<file path="config.mk">
export PLATFORM = sky130hd
export DESIGN_NAME = cpu_instruction_cycle_timing
export DESIGN_NICKNAME = d
export VERILOG_FILES = /design/src/shared/timing_pkg.sv /design/src/shared/timing_if.sv /design/src/logic/opcode_timing_rom.sv /design/src/logic/branch_target.sv /design/src/logic/cpu_instruction_cycle_timing.sv
export SDC_FILE = /design/constraint.sdc
export NUM_CORES = 1
export LEC_CHECK = 0
export ABC_AREA = 1
export BUFFER_PORTS_ARGS = -buffer_cell sky130_fd_sc_hd__buf_4
export CORE_MARGIN = 2
export CORE_UTILIZATION = 45
export CTS_CLUSTER_SIZE = 8
export DETAILED_ROUTE_END_ITERATION = 6
export SLEW_MARGIN = 15
export SYNTH_ARGS = -nofsm -noshare
export SYNTH_HDL_FRONTEND = slang
export SYNTH_HIERARCHICAL = 1
export SYNTH_SLANG_ARGS = --single-unit
</file>
<file path="constraint.sdc">
create_clock -name core_clk -period 3.74 [get_ports core_clk]
set_input_delay 0.374 -clock core_clk [delete_from_list [all_inputs] [get_ports core_clk]]
set_output_delay 0.374 -clock core_clk [all_outputs]
set_load 0.03 [all_outputs]
</file>
<file path="src/shared/timing_pkg.sv">
`default_nettype none
package timing_pkg;
	localparam logic [7:0] STACK_RESET   = 8'h07;
	localparam logic [7:0] UNUSED_OPCODE = 8'hA5;
	localparam logic [7:0] NOP_OPCODE    = 8'h00;
	localparam logic [3:0] MAX_CLOCKS    = 4'h8;
	localparam logic [15:0] PC_RESET     = 16'h0000;

	typedef struct packed {
		logic [1:0] bytes;
		logic [3:0] clocks;
		logic       cond;
		logic       push;
		logic       pop;
		logic       rel;
	} op_timing_t;

	typedef enum logic [2:0] {
		ST_FETCH = 3'b001,
		ST_EXEC  = 3'b010,
		ST_DONE  = 3'b100
	} issue_state_t;
endpackage
`default_nettype wire

</file>
<file path="src/shared/timing_if.sv">
`timescale 1ns/100ps
`default_nettype none
interface timing_if;
	import timing_pkg::*;
	logic [7:0] opcode;
	op_timing_t timing;
	modport table_side (input opcode, output timing);
	modport core_side  (output opcode, input timing);
endinterface
`default_nettype wire

</file>
<file path="src/logic/opcode_timing_rom.sv">
`timescale 1ns/100ps
`default_nettype none
module opcode_timing_rom
	import timing_pkg::*;
(
	// lookup
	timing_if.table_side lut
);
	// ************************************************
	// per-opcode length and clock count
	// ************************************************
	function automatic op_timing_t mk(input logic [1:0] b,
		input logic [3:0] c);
		op_timing_t t;
		t = '0;
		t.bytes = b;
		t.clocks = c;
		return t;
	endfunction

	logic [7:0] op;
	logic [3:0] lo;
	logic [3:0] hi;
	op_timing_t t;

	always_comb begin
		op = (lut.opcode == UNUSED_OPCODE) ? NOP_OPCODE : lut.opcode;
		lo = op[3:0];
		hi = op[7:4];
		t = mk(2'h1, 4'h1);
		if (lo >= 4'h8) begin
			// bank register forms
			t = mk(2'h1, 4'h1);
			if (hi == 4'h7 || hi == 4'hA || hi == 4'h8)
				t = mk(2'h2, 4'h2);
			if (hi == 4'hB) begin
				t = mk(2'h3, 4'h3);
				t.cond = 1'b1;
			end
			if (hi == 4'hD) begin
				t = mk(2'h2, 4'h2);
				t.cond = 1'b1;
			end
		end else if (lo == 4'h6 || lo == 4'h7) begin
			t = mk(2'h1, 4'h2);
			if (hi == 4'h7 || hi == 4'hA || hi == 4'h8)
				t = mk(2'h2, 4'h2);
			if (hi == 4'hB) begin
				t = mk(2'h3, 4'h4);
				t.cond = 1'b1;
			end
		end else if (lo == 4'h5) begin
			t = mk(2'h2, 4'h2);
			if (hi == 4'h8 || hi == 4'h7) t = mk(2'h3, 4'h3);
			if (hi == 4'hB) begin
				t = mk(2'h3, 4'h4);
				t.cond = 1'b1;
			end
			if (hi == 4'hD) begin
				t = mk(2'h3, 4'h3);
				t.cond = 1'b1;
			end
		end else if (lo == 4'h4) begin
			t = mk(2'h2, 4'h2);
			if (hi <= 4'h3 || hi >= 4'hC) t = mk(2'h1, 4'h1);
			if (hi == 4'h8) t = mk(2'h1, 4'h8);
			if (hi == 4'hA) t = mk(2'h1, 4'h4);
			if (hi == 4'hB) begin
				t = mk(2'h3, 4'h3);
				t.cond = 1'b1;
			end
		end else if (lo == 4'h3) begin
			t = mk(2'h2, 4'h2);
			if (hi >= 4'h4 && hi <= 4'h6) t = mk(2'h3, 4'h3);
			if (hi == 4'h8 || hi == 4'h9) t = mk(2'h1, 4'h3);
			if (hi == 4'h7) t = mk(2'h1, 4'h4);
			if (hi == 4'h0 || hi == 4'h1) t = mk(2'h1, 4'h6);
			if (hi >= 4'hE) t = mk(2'h1, 4'h3);
			if (hi == 4'hA) t = mk(2'h1, 4'h1);
		end else if (lo == 4'h2 || lo == 4'h6) begin
			t = mk(2'h2, 4'h2);
			if (hi >= 4'hE) t = mk(2'h1, 4'h3);
			if (hi == 4'hC || hi == 4'hD) t = mk(2'h2, 4'h2);
			if (hi == 4'h0) t = mk(2'h3, 4'h5);
			if (hi == 4'h1) t = mk(2'h3, 4'h5);
			if (hi == 4'hB || hi == 4'hE || hi == 4'hF)
				if (lo == 4'h3) t = mk(2'h1, 4'h1);
			if (hi == 4'hC || hi == 4'hB || hi == 4'hD)
				if (hi != 4'hC && hi != 4'hD) t = mk(2'h1, 4'h1);
			if (hi >= 4'hC) begin
				if (hi == 4'hC) t.push = 1'b1;
				if (hi == 4'hD) t.pop = 1'b1;
			end
			if (hi >= 4'hE && lo == 4'h2) t = mk(2'h1, 4'h3);
			if (hi == 4'hE && lo == 4'h2) t.push = 1'b0;
		end else if (lo == 4'h1) begin
			t = mk(2'h2, 4'h4);
			if (hi[0]) t = mk(2'h2, 4'h4);
		end else if (lo == 4'h0) begin
			t = mk(2'h3, 4'h3);
			t.cond = 1'b1;
			t.rel = 1'b1;
			if (hi == 4'h0) t = mk(2'h1, 4'h1);
			if (hi >= 4'h4 && hi <= 4'h7) begin
				t = mk(2'h2, 4'h2);
				t.cond = 1'b1;
				t.rel = 1'b1;
			end
			if (hi == 4'h8) begin
				t = mk(2'h2, 4'h4);
				t.rel = 1'b1;
			end
			if (hi == 4'h9) t = mk(2'h3, 4'h3);
			if (hi == 4'hA || hi >= 4'hB && hi != 4'hB && hi < 4'hE)
				t = mk(2'h2, 4'h2);
			if (hi >= 4'hE) t = mk(2'h1, 4'h3);
			if (hi == 4'hC) t = mk(2'h2, 4'h2);
			if (hi == 4'hC) t.push = 1'b1;
			if (hi == 4'hD) t.pop = 1'b1;
			if (hi == 4'hB) t = mk(2'h2, 4'h2);
		end
		if (op == 8'hE4 || op == 8'hF4 || op == 8'h23 || op == 8'h33 ||
			op == 8'h03 || op == 8'h13 || op == 8'hC4) begin
			t = mk(2'h1, 4'h1);
		end
		if (op == 8'h22 || op == 8'h32) t = mk(2'h1, 4'h6);
		if (op == 8'hC0) begin
			t = mk(2'h2, 4'h2);
			t.push = 1'b1;
		end
		if (op == 8'hD0) begin
			t = mk(2'h2, 4'h2);
			t.pop = 1'b1;
		end
		lut.timing = t;
	end
endmodule
`default_nettype wire

</file>
<file path="src/logic/branch_target.sv">
`timescale 1ns/100ps
`default_nettype none
module branch_target (
	// operands
	input  wire logic [15:0] next_pc,
	input  wire logic [7:0]  offset,
	// result
	output logic      [15:0] target
);
	// sign-extended offset from the following instruction
	always_comb begin
		target = next_pc + {{8{offset[7]}}, offset};
	end
endmodule
`default_nettype wire

</file>
<file path="src/logic/cpu_instruction_cycle_timing.sv">
`timescale 1ns/100ps
`default_nettype none
module cpu_instruction_cycle_timing
	import timing_pkg::*;
(
	// clock and reset
	input  wire logic        core_clk,
	input  wire logic        rst,
	// fetch path
	input  wire logic [7:0]  fetch_opcode,
	input  wire logic        fetch_valid,
	input  wire logic [7:0]  rel_offset,
	// branch outcome
	input  wire logic        cond_taken,
	// issue and status
	output logic             issue_ready,
	output logic             instr_done,
	output logic [15:0]      pc_out,
	output logic [7:0]       stack_top_pointer,
	output logic [3:0]       last_clocks,
	output logic [1:0]       last_bytes
);
	// ************************************************
	// lookup and branch adder
	// ************************************************
	timing_if lut ();
	assign lut.opcode = fetch_opcode;

	opcode_timing_rom u_rom (
		.lut (lut.table_side)
	);

	logic [15:0] next_pc;
	logic [15:0] target;

	branch_target u_tgt (
		.next_pc (next_pc),
		.offset  (rel_offset),
		.target  (target)
	);

	// ************************************************
	// issue state and cycle counter
	// ************************************************
	issue_state_t state_reg;
	issue_state_t state_next;
	logic [3:0]   count_reg;
	logic [3:0]   count_next;
	logic [15:0]  pc_reg;
	logic [15:0]  pc_next;
	logic [15:0]  npc_reg;
	logic [15:0]  npc_next;
	logic [15:0]  tgt_reg;
	logic [15:0]  tgt_next;
	logic         jump_reg;
	logic         jump_next;
	logic [7:0]   sp_reg;
	logic [7:0]   sp_next;
	logic         ready_reg;
	logic         ready_next;
	logic         done_reg;
	logic         done_next;
	logic [3:0]   clk_reg;
	logic [3:0]   clk_next;
	logic [1:0]   byt_reg;
	logic [1:0]   byt_next;
	logic [3:0]   dur;
	op_timing_t   t;

	assign next_pc = pc_reg + {14'h0000, lut.timing.bytes};

	always_comb begin
		t = lut.timing;
		state_next = state_reg;
		count_next = count_reg;
		pc_next = pc_reg;
		npc_next = npc_reg;
		tgt_next = tgt_reg;
		jump_next = jump_reg;
		sp_next = sp_reg;
		done_next = 1'b0;
		clk_next = clk_reg;
		byt_next = byt_reg;
		dur = t.clocks;
		// not-taken branches finish a clock early
		if (t.cond && !cond_taken)
			dur = t.clocks - 4'h1;
		case (state_reg)
			ST_FETCH: begin
				if (fetch_valid) begin
					// whole clocks only, no machine cycles
					count_next = dur - 4'h1;
					npc_next = next_pc;
					tgt_next = target;
					jump_next = t.rel && (cond_taken || !t.cond);
					clk_next = dur;
					byt_next = t.bytes;
					if (t.push)
						sp_next = sp_reg + 8'h01;
					if (t.pop)
						sp_next = sp_reg - 8'h01;
					state_next = (dur == 4'h1) ? ST_DONE : ST_EXEC;
				end
			end
			ST_EXEC: begin
				count_next = count_reg - 4'h1;
				if (count_reg == 4'h1)
					state_next = ST_DONE;
			end
			ST_DONE: begin
				done_next = 1'b1;
				pc_next = jump_reg ? tgt_reg : npc_reg;
				state_next = ST_FETCH;
			end
			default: state_next = ST_FETCH;
		endcase
		ready_next = (state_next == ST_FETCH);
	end

	always_ff @(posedge core_clk or posedge rst) begin
		if (rst) begin
			state_reg <= ST_FETCH;
			count_reg <= 4'h0;
			pc_reg <= PC_RESET;
			npc_reg <= PC_RESET;
			tgt_reg <= PC_RESET;
			jump_reg <= 1'b0;
			sp_reg <= STACK_RESET;
			ready_reg <= 1'b1;
			done_reg <= 1'b0;
			clk_reg <= 4'h0;
			byt_reg <= 2'h0;
		end else begin
			state_reg <= state_next;
			count_reg <= count_next;
			pc_reg <= pc_next;
			npc_reg <= npc_next;
			tgt_reg <= tgt_next;
			jump_reg <= jump_next;
			sp_reg <= sp_next;
			ready_reg <= ready_next;
			done_reg <= done_next;
			clk_reg <= clk_next;
			byt_reg <= byt_next;
		end
	end

	assign issue_ready = ready_reg;
	assign instr_done = done_reg;
	assign pc_out = pc_reg;
	assign stack_top_pointer = sp_reg;
	assign last_clocks = clk_reg;
	assign last_bytes = byt_reg;
endmodule
`default_nettype wire

</file>
==> results.json, run 1 <==
{
  "remaining_drc_errors": 0,
  "r2r_cells": 16,
  "grt_antenna_before_repair": 0,
  "pre_cts_slack_ns": -0.962,
  "synth_fp_nets": 898,
  "fmax_mhz": 232,
  "path_clk_slew_ns": 0.07,
  "max_stage_delay_ns": 0.34,
  "place_congestion": 0.933,
  "timing.rr.end": "tgt_reg[8]$_DFFE_PP0P_",
  "p_per_area_mw_per_mm2": 654,
  "dpl.cell_count": 1164,
  "port-buffer-count": 51,
  "grt_max_degree": 47,
  "avgSynthCellArea_um2": 6.75,
  "cts_tree": "yes",
  "ys_seq_area_frac": 0.318,
  "synth.distinct_cells": 45,
  "layout.nets": 1098,
  "hpwl_um": 12500,
  "synth_top_family_by_area": "simple AND/OR/NAND/NOR gates",
  "r2r_slack_ns": 0.76,
  "cts_buffers": 9,
  "placed_area_mm2": 0.00720,
  "startpoint_type": "primary input",
  "muxShareOfSynthArea": 0,
  "report.final.slew_viol_count": 0,
  "ys_warn_count": 6,
  "synth_xor_area_frac": 0.0368,
  "grt_pass1_wl_um": 27200,
  "num_rows": 41,
  "vias": 6023,
  "ant_nets": 0,
  "wire_per_inst_um": 13.8,
  "path_class": "primary input to flop",
  "maxCapViolCount": 0,
  "drt_first_pass_iters": 4,
  "ys_top_cells_by_area": "dfrtp_1 (29%), nand2_1 (18%), inv_1 (8.0%), ha_1 (7.3%), nor2_1 (4.3%)",
  "clockRootBuffer": "clkbuf_16",
  "clock_latency_ns": 0.35,
  "synth_area_mm2": 0.00569,
  "async_reset_ff_frac": 1.00,
  "power.leakage_uw": 0.00433,
  "cpMaxStageDelayCell": "fa_2",
  "htree_levels": 3,
  "die_area_mm2": 0.0135,
  "arrival_ns": 4.59,
  "peakVddDrop_uv": 413,
  "layout_setup_ws_ns": -0.569,
  "die_w_um": 116,
  "start_util": 0.456,
  "synth_common_cells": "nand2_1 (279), inv_1 (121), dfrtp_1 (67)",
  "postSynthCellCount": 842,
  "synth_edf_count": 0,
  "synth_compound_area_frac": 0.105,
  "cts.sinks": 72,
  "diodes": 0,
  "crit_family": "simple AND/OR/NAND/NOR gates",
  "grt-ovfl-total": 0,
  "syn_to_final_growth_pct": 43.7,
  "synth_fa_ha_area_frac": 0.0832,
  "final_cell_area_mm2": 0.00817,
  "chipHeight_um": 116,
  "synth_most_common_cell": "nand2_1",
  "hold_class": "primary input to asynchronous set/reset pin",
  "stdcell_count": 1219,
  "outcome": "finished with violations",
  "crit_top_cell": "nand2_1",
  "drtIter0Drc": 283,
  "min_period_ns": 4.31,
  "synthSimpleGateAreaFrac": 0.355,
  "rr_startpoint": "pc_out[0]$_DFFE_PP0P_",
  "routed_wl_um": 16800,
  "cp.buffers_inverters": 8,
  "synth_seq_cells": 72,
  "viasPerCell": 4.94,
  "crit_required_ns": 4.02,
  "post-synth-top-area-fraction": 0.295,
  "layout-drive-gt1-share": 0.357,
  "synth_top_area_cell": "dfrtp_1",
  "core_mm2": 0.0125,
  "synth_ff_type": "dfrtp_1",
  "ctsLongestPathBuffers": 2,
  "pin_count": 52,
  "max_slew_margin": 0.443,
  "final_hold_viol_count": 0,
  "grt_pass1_vias": 5903,
  "violations": "negative setup slack",
  "end_kind": "flop",
  "fin_crit_sh": 1.15,
  "setup_violations": 12,
  "grt_setup_unrepaired": "true",
  "gr-usage-all-layers": 0.255,
  "fin_skew_ns": 0.0104,
  "worst-path-max-fanout": 4,
  "tightest_slew_ns": 0.835
}
-- layout make-up --
class	instances	area, um^2
sequential	72	1810
clock buffer	9	225
inverter	131	531
timing repair buffer	206	1590
multi-input combinational	622	3690
fill	1110	4300
clock inverter	7	109
tap	172	215
-- metrics by stage --
step	TNS (ns)	hold WS [ns]	utilization	total power (uW)
after floorplan	-3.90	0.444	-	3080
after global placement	-9.59	0.459	0.577	4020
after detailed placement	-11.17	0.468	0.577	4080
after CTS	-5.50	0.227	0.633	5210
after global routing	-10.81	0.263	0.655	5750
final	-5.91	0.200	0.655	5340
-- repair_timing --
action | 4_1_cts | 5_1_grt
pin swaps | 39 | 22
resized for setup | 46 | 42
hold buffers | 0 | 0
buffers inserted | 27 | 14
setup endpoints to repair | 13 | 28
gates cloned | 0 | 0
-- cell usage in the layout (no fill, tap or decap), types with 5 or more instances in the layout --
cell type  synthesis  layout
o21ai_0           42      40
nor2_2             6      10
o21ai_1            7       7
nand3_2            4      10
a21oi_2            4       9
inv_2              9      19
clkbuf_16          0       9
ha_4               0       7
inv_1            121     105
nor2_4             2       6
a31oi_1           10      10
dfrtp_1           67      67
xor2_1            19      16
nand2_4            0       5
nand3_1           43      37
buf_4              1     199
nor2_1            65      57
a21oi_1           23      18
nand4_1           13      13
nand2_2           19      48
nor3_2             6       5
nand2_1          279     244
nor3_1             9       8
dfstp_2            5       5
ha_1              33      25
o211ai_1           8       8
-- layer usage --
metal | vias to the layer above | GRT usage | share of wire
li1 | 3071 | - | -
met1 | 2783 | 0.319 | 0.45
met2 | 128 | 0.445 | 0.48
met3 | 41 | 0.0363 | 0.038
met4 | 0 | 0.0976 | 0.031
met5 | - | 0 | 0
-- worst max path at each step --
stage / start / endpoint / slack, ns / cells after the start
floorplan: fetch_opcode[3] / tgt_reg[15]$_DFFE_PP0P_ / -0.48 / 37
global placement: fetch_opcode[3] / tgt_reg[11]$_DFFE_PP0P_ / -0.87 / 38
detailed placement: fetch_opcode[3] / tgt_reg[15]$_DFFE_PP0P_ / -0.96 / 39
CTS: fetch_opcode[1] / tgt_reg[11]$_DFFE_PP0P_ / -0.52 / 40
global route: fetch_opcode[1] / tgt_reg[15]$_DFFE_PP0P_ / -0.89 / 40
finish: fetch_opcode[1] / tgt_reg[8]$_DFFE_PP0P_ / -0.57 / 37
-- cell families (layout without fill, tap and decap cells) --
| kind of cell | count (synthesis) | after routing |
|---|---|---|
| buffers and inverters | 148 | 353 |
| XOR/XNOR | 23 | 23 |
| AND/OR/NAND/NOR | 459 | 459 |
| AO/OA/AOI/OAI | 104 | 104 |
| adder cells (fa/ha/maj) | 36 | 36 |
| flip-flops | 72 | 72 |
-- report_power, final --
| part | internal [uW] | switching, uW |
|---|---|---|
| clock | 599 | 375 |
| sequential | 1100 | 264 |
| combinational | 1270 | 1730 |
(Power assumes the default switching activity.)
==> run 2: changes to the inputs <==
- CELL_PAD_IN_SITES_DETAIL_PLACEMENT: unset -> 0
- CELL_PAD_IN_SITES_GLOBAL_PLACEMENT: unset -> 1
- CORE_UTILIZATION: 45 -> 44
- PLACE_DENSITY_LB_ADDON: unset -> 0.1
- SKIP_CTS_REPAIR_TIMING: unset -> 1
==> run 2 against run 1 <==
  * Hold slack worse by 0.050 ns
  * The flow still finishes with violations (negative setup slack)
  * Critical endpoint is now tgt_reg[15]$_DFFE_PP0P_
  * Cell area is 3.6% lower
  * Clock power is 11% lower
  * Flip-flop and latch count stayed put
  * Critical path type unchanged
  * Register-to-register slack worse by 0.07 ns
==> results.json, run 2 (same netlist as run 1, synthesis figures left out) <==
{
  "outcome": "finished with violations",
  "violations": "negative setup slack",
  "worst-path-max-fanout": 4,
  "min_period_ns": 4.36,
  "ant_nets": 0,
  "diodes": 0,
  "chipHeight_um": 118,
  "cpMaxStageDelayCell": "fa_2",
  "drtIter0Drc": 293,
  "seqCellArea_mm2": 0.00181,
  "p_per_area_mw_per_mm2": 653,
  "path_class": "primary input to flop",
  "grt_pass1_wl_um": 26700,
  "cts.sinks": 72,
  "core_mm2": 0.0126,
  "start_util": 0.451,
  "gr-usage-all-layers": 0.236,
  "maxCapViolCount": 0,
  "layout.nets": 1073,
  "fin_skew_ns": 0.0122,
  "peakVddDrop_uv": 425,
  "max_stage_delay_ns": 0.38,
  "cp.buffers_inverters": 8,
  "routed_wl_um": 16000,
  "num-fill-cells": 1147,
  "hpwl_um": 12200,
  "path_clk_slew_ns": 0.06,
  "drt_first_pass_iters": 5,
  "grt_max_degree": 47,
  "grt_pass1_vias": 5660,
  "final_hold_viol_count": 0,
  "cts_buffers": 9,
  "fmax_mhz": 229,
  "clockRootBuffer": "clkbuf_16",
  "setup_violations": 12,
  "die_area_mm2": 0.0138,
  "vias": 5820,
  "crit_required_ns": 3.96,
  "ctsLongestPathBuffers": 2,
  "arrival_ns": 4.58,
  "layout_setup_ws_ns": -0.624,
  "p_total_uw": 5140,
  "report.final.slew_viol_count": 0,
  "clock_latency_ns": 0.33,
  "viasPerCell": 4.87,
  "crit_top_cell": "nand2_1",
  "htree_levels": 3,
  "cts_tree": "yes",
  "whs_ns": 0.150,
  "die_w_um": 118,
  "remaining_drc_errors": 0,
  "syn_to_final_growth_pct": 38.5,
  "fin_crit_sh": 1.17,
  "layout_commonest_cell": "nand2_1",
  "port-buffer-count": 51,
  "grt_setup_unrepaired": "true",
  "mostFrequentLayoutCells": "nand2_1 (249), buf_4 (173), inv_1 (107)",
  "grt_antenna_before_repair": 0,
  "power.leakage_uw": 0.00419,
  "startpoint_type": "primary input",
  "wire_per_inst_um": 13.4,
  "crit_family": "simple AND/OR/NAND/NOR gates",
  "place_congestion": 0.940,
  "num_rows": 41,
  "hold_class": "primary input to asynchronous set/reset pin",
  "end_kind": "flop",
  "tightest_slew_ns": 0.850,
  "grt-ovfl-total": 0,
  "layout-drive-gt1-share": 0.319,
  "multi_input_area_mm2": 0.00362,
  "pin_count": 52,
  "max_slew_margin": 0.430
}
==> run 2: changes by cell type in the layout (fill, tap and decap cells not counted), moves of 3 or more <==
cell / change
inv_6: -4
buf_4: -26
nand2_1: +5
nand2_2: -7
clkbuf_1: +3
nand3_2: -4
nand3_1: +4
==> run 2: area by class of cell <==
class	instances	share of cell area
clock inverters	3	0.00540
flip-flops and latches	72	0.230
repair buffers	181	0.179
multi-input cells	622	0.459
clock buffers	13	0.0318
inverters	131	0.0674
well taps	172	0.0273
==> run 2: stage by stage <==
stage	std cells	TNS (ns)	setup WS [ns]	utilization	area, um^2
6_report	1194	-5.75	-0.624	0.624	7870
2_1_floorplan	842	-3.90	-0.479	-	5810
5_1_grt	1194	-10.22	-0.927	0.624	7870
3_3_place_gp	1167	-9.80	-0.922	0.572	7220
4_1_cts	1183	-6.27	-0.663	0.595	7510
3_5_place_dp	1167	-11.05	-0.988	0.572	7220
==> run 2: worst register-to-register path: cells and delay by family, from the launching register on <==
| kind | cells | cell delay, ns |
|---|---|---|
| AO/OA/AOI/OAI | 1 | 0.16 |
| flip-flops | 1 | 0.43 |
| adder cells (fa/ha/maj) | 3 | 0.82 |
| AND/OR/NAND/NOR | 13 | 1.14 |
| buffers and inverters | 4 | 0.40 |
==> run 2: path summary, 6_finish.rpt <==
kind	start	to	slack [ns]	cells past startpoint
min in group core_clk	rel_offset[0]	tgt_reg[0]$_DFFE_PP0P_	0.41	4
setup reg to reg	pc_out[0]$_DFFE_PP0P_	tgt_reg[15]$_DFFE_PP0P_	0.69	21
max in group asynchronous	rst	issue_ready$_DFF_PP1_	2.59	3
setup / recovery	fetch_opcode[3]	tgt_reg[15]$_DFFE_PP0P_	-0.62	42
hold / removal	rst	stack_top_pointer[5]$_DFFE_PP0P_	0.15	2
hold reg to reg	tgt_reg[10]$_DFFE_PP0P_	tgt_reg[10]$_DFFE_PP0P_	0.47	2
==> run 2: where the power goes <==
group | switching, uW | total (uW) | internal (uW) | leakage [uW]
Combinational | 1700 | 2900 | 1210 | 0.00314
Sequential | 268 | 1370 | 1100 | 0.000916
Clock | 332 | 867 | 535 | 0.000140
==> run 2: routing by layer <==
layer / wire, um / share of wire / global-route usage / vias up
met2: 7840 / 0.49 / 0.400 / 103
met1: 7510 / 0.47 / 0.313 / 2691
met5: 0 / 0 / 0 / -
met4: 187 / 0.012 / 0.0580 / 0
li1: - / - / - / 3010
met3: 461 / 0.029 / 0.0378 / 16
==> run 3: changes to the inputs <==
- CORE_UTILIZATION: 44 -> 35
- clock period: 3.74 -> 3.69 ns (I/O delays scaled with it)
==> run 3 against run 2 <==
  * The run still ends with negative setup slack left
  * Largest power group unchanged
  * Routed wire length increased by 3.7%
  * Count of clock-buffer cells in the layout decreased by 3
  * Highest routed layer unchanged
  * Clock power increased by 7.2%
  * Cell area increased by 0.14%
  * Flip-flop and latch count unchanged
  * Non-clock buffer count unchanged
  * Largest cell class unchanged
  * Critical endpoint unchanged
  * Combinational power about the same
  * First-iteration DRC count decreased by 26%
  * Register-to-register slack about the same
  * Sequential power about the same
  * Worst setup slack got worse by 0.017 ns
==> results.json, run 3 (same netlist as run 1, synthesis figures left out) <==
{
  "drtIter0Drc": 218,
  "cp.buffers_inverters": 8,
  "rr_startpoint": "pc_out[0]$_DFFE_PP0P_",
  "setup_violations": 13,
  "layout-drive-gt1-share": 0.310,
  "remaining_drc_errors": 0,
  "pin_count": 52,
  "arrival_ns": 4.61,
  "chipHeight_um": 131,
  "crit_path_start": "fetch_opcode[1]",
  "syn_to_final_growth_pct": 38.7,
  "peakVddDrop_uv": 312,
  "ant_nets": 0,
  "path_class": "primary input to flop",
  "cpMaxStageDelayCell": "fa_2",
  "port-buffer-count": 51,
  "stdcell_count": 1238,
  "violations": "negative setup slack",
  "num_rows": 46,
  "final_hold_viol_count": 0,
  "tightest_slew_ns": 0.851,
  "num-fill-cells": 1604,
  "mostFrequentLayoutCells": "nand2_1 (259), buf_4 (174), inv_1 (108)",
  "grt_pass1_vias": 5623,
  "path_clk_slew_ns": 0.06,
  "tns_ns": -6.13,
  "placed_area_mm2": 0.00729,
  "outcome": "finished with violations",
  "hpwl_um": 13000,
  "viasPerCell": 4.66,
  "hold_class": "primary input to flop",
  "multi_input_area_mm2": 0.00356,
  "seq_power_share": 0.265,
  "p_switching_uw": 2350,
  "layout_setup_ws_ns": -0.641,
  "cts_tree": "yes",
  "vias": 5765,
  "gr-usage-all-layers": 0.198,
  "power.leakage_uw": 0.00417,
  "p_per_area_mw_per_mm2": 664,
  "diodes": 0,
  "grt_antenna_before_repair": 0,
  "grt_pass1_wl_um": 27800,
  "final_cell_area_mm2": 0.00788,
  "whs_ns": 0.369,
  "maxCapViolCount": 0,
  "min_period_ns": 4.33,
  "crit_required_ns": 3.97,
  "p_int_uw": 2880,
  "cts_buffers": 9,
  "ctsLongestPathBuffers": 2,
  "cts.sinks": 72,
  "worst-path-max-fanout": 4,
  "startpoint_type": "primary input",
  "layout_commonest_cell": "nand2_1",
  "routed_wl_um": 16600,
  "report.final.slew_viol_count": 0,
  "fmax_mhz": 231,
  "drt_first_pass_iters": 5,
  "pwr-share-clk": 0.178,
  "combPwrFrac": 0.558,
  "die_area_mm2": 0.0173,
  "grt-ovfl-total": 0,
  "layout.nets": 1073,
  "clockRootBuffer": "clkbuf_16",
  "max_stage_delay_ns": 0.33,
  "sw_frac_of_total": 0.449,
  "dpl.cell_count": 1213,
  "clock_latency_ns": 0.35,
  "crit_family": "simple AND/OR/NAND/NOR gates",
  "wire_per_inst_um": 13.4,
  "max_slew_margin": 0.432,
  "place_congestion": 0.872,
  "hp-start": "rel_offset[0]",
  "fin_skew_ns": 0.0131,
  "grt_max_degree": 47,
  "htree_levels": 3,
  "fin_crit_sh": 1.17,
  "seqCellArea_mm2": 0.00181,
  "core_mm2": 0.0159,
  "start_util": 0.358,
  "grt_setup_unrepaired": "true",
  "die_w_um": 131,
  "end_kind": "flop"
}
## run 3: area by class of cell
| class | count | area share |
|---|---|---|
| clock buffer | 10 | 0.0303 |
| clock inverter | 6 | 0.00920 |
| inverter | 131 | 0.0679 |
| multi-input combinational | 622 | 0.451 |
| sequential | 72 | 0.229 |
| tap | 216 | 0.0343 |
| timing repair buffer | 181 | 0.178 |
## run 3: worst register-to-register path: stages, from the launching register on
cell and delay, ns:
dfrtp_1 0.43, ha_2 0.22, inv_2 0.04, fa_2 0.33, nand3b_1 0.26, buf_6 0.19
nor4_4 0.18, nand3_1 0.13, and2_4 0.17, ha_4 0.29, nand2_4 0.06, inv_2 0.06
nand2_2 0.05, nor3_2 0.12, nand2_2 0.07, nand2_1 0.06, nand2_1 0.06, nand2_2 0.08
nand2_1 0.05, nand2_1 0.08
## run 3: worst paths after layout
check                      cells past startpoint                                to  slack (ns)
max                                           40           tgt_reg[15]$_DFFE_PP0P_       -0.64
min reg2reg                                    2            tgt_reg[3]$_DFFE_PP0P_        0.47
min                                            4            tgt_reg[0]$_DFFE_PP0P_        0.37
max in group asynchronous                      4           npc_reg[13]$_DFFE_PP0P_        2.32
max reg2reg                                   19           tgt_reg[15]$_DFFE_PP0P_        0.69
min in group asynchronous                      3  stack_top_pointer[6]$_DFFE_PP0P_        0.50
## run 3: power groups by stage
| stage | Combinational [uW] | Sequential, uW | Clock [uW] |
|---|---|---|---|
| after floorplan | 1550 | 1570 | 0 |
| after global placement | 2730 | 1390 | 0 |
| after CTS | 2770 | 1390 | 957 |
| after global routing | 3280 | 1430 | 993 |
| after detailed placement | 2760 | 1390 | 0 |
| final | 2920 | 1390 | 929 |
## run 3: layer usage
metal  global-route usage  vias up  wire length, um
met5                    0        -                0
met4               0.0556        0              238
li1                     -     3007                -
met2                0.327       89             7880
met3               0.0320       20              484
met1                0.268     2649             7990
## run 3: metrics by stage
step	total power [uW]	setup slack (ns)	utilization
after floorplan	3120	-0.524	-
final	5240	-0.641	0.496
after global routing	5700	-0.962	0.496
after CTS	5120	-0.781	0.479
after detailed placement	4150	-1.13	0.459
after global placement	4120	-1.03	0.459
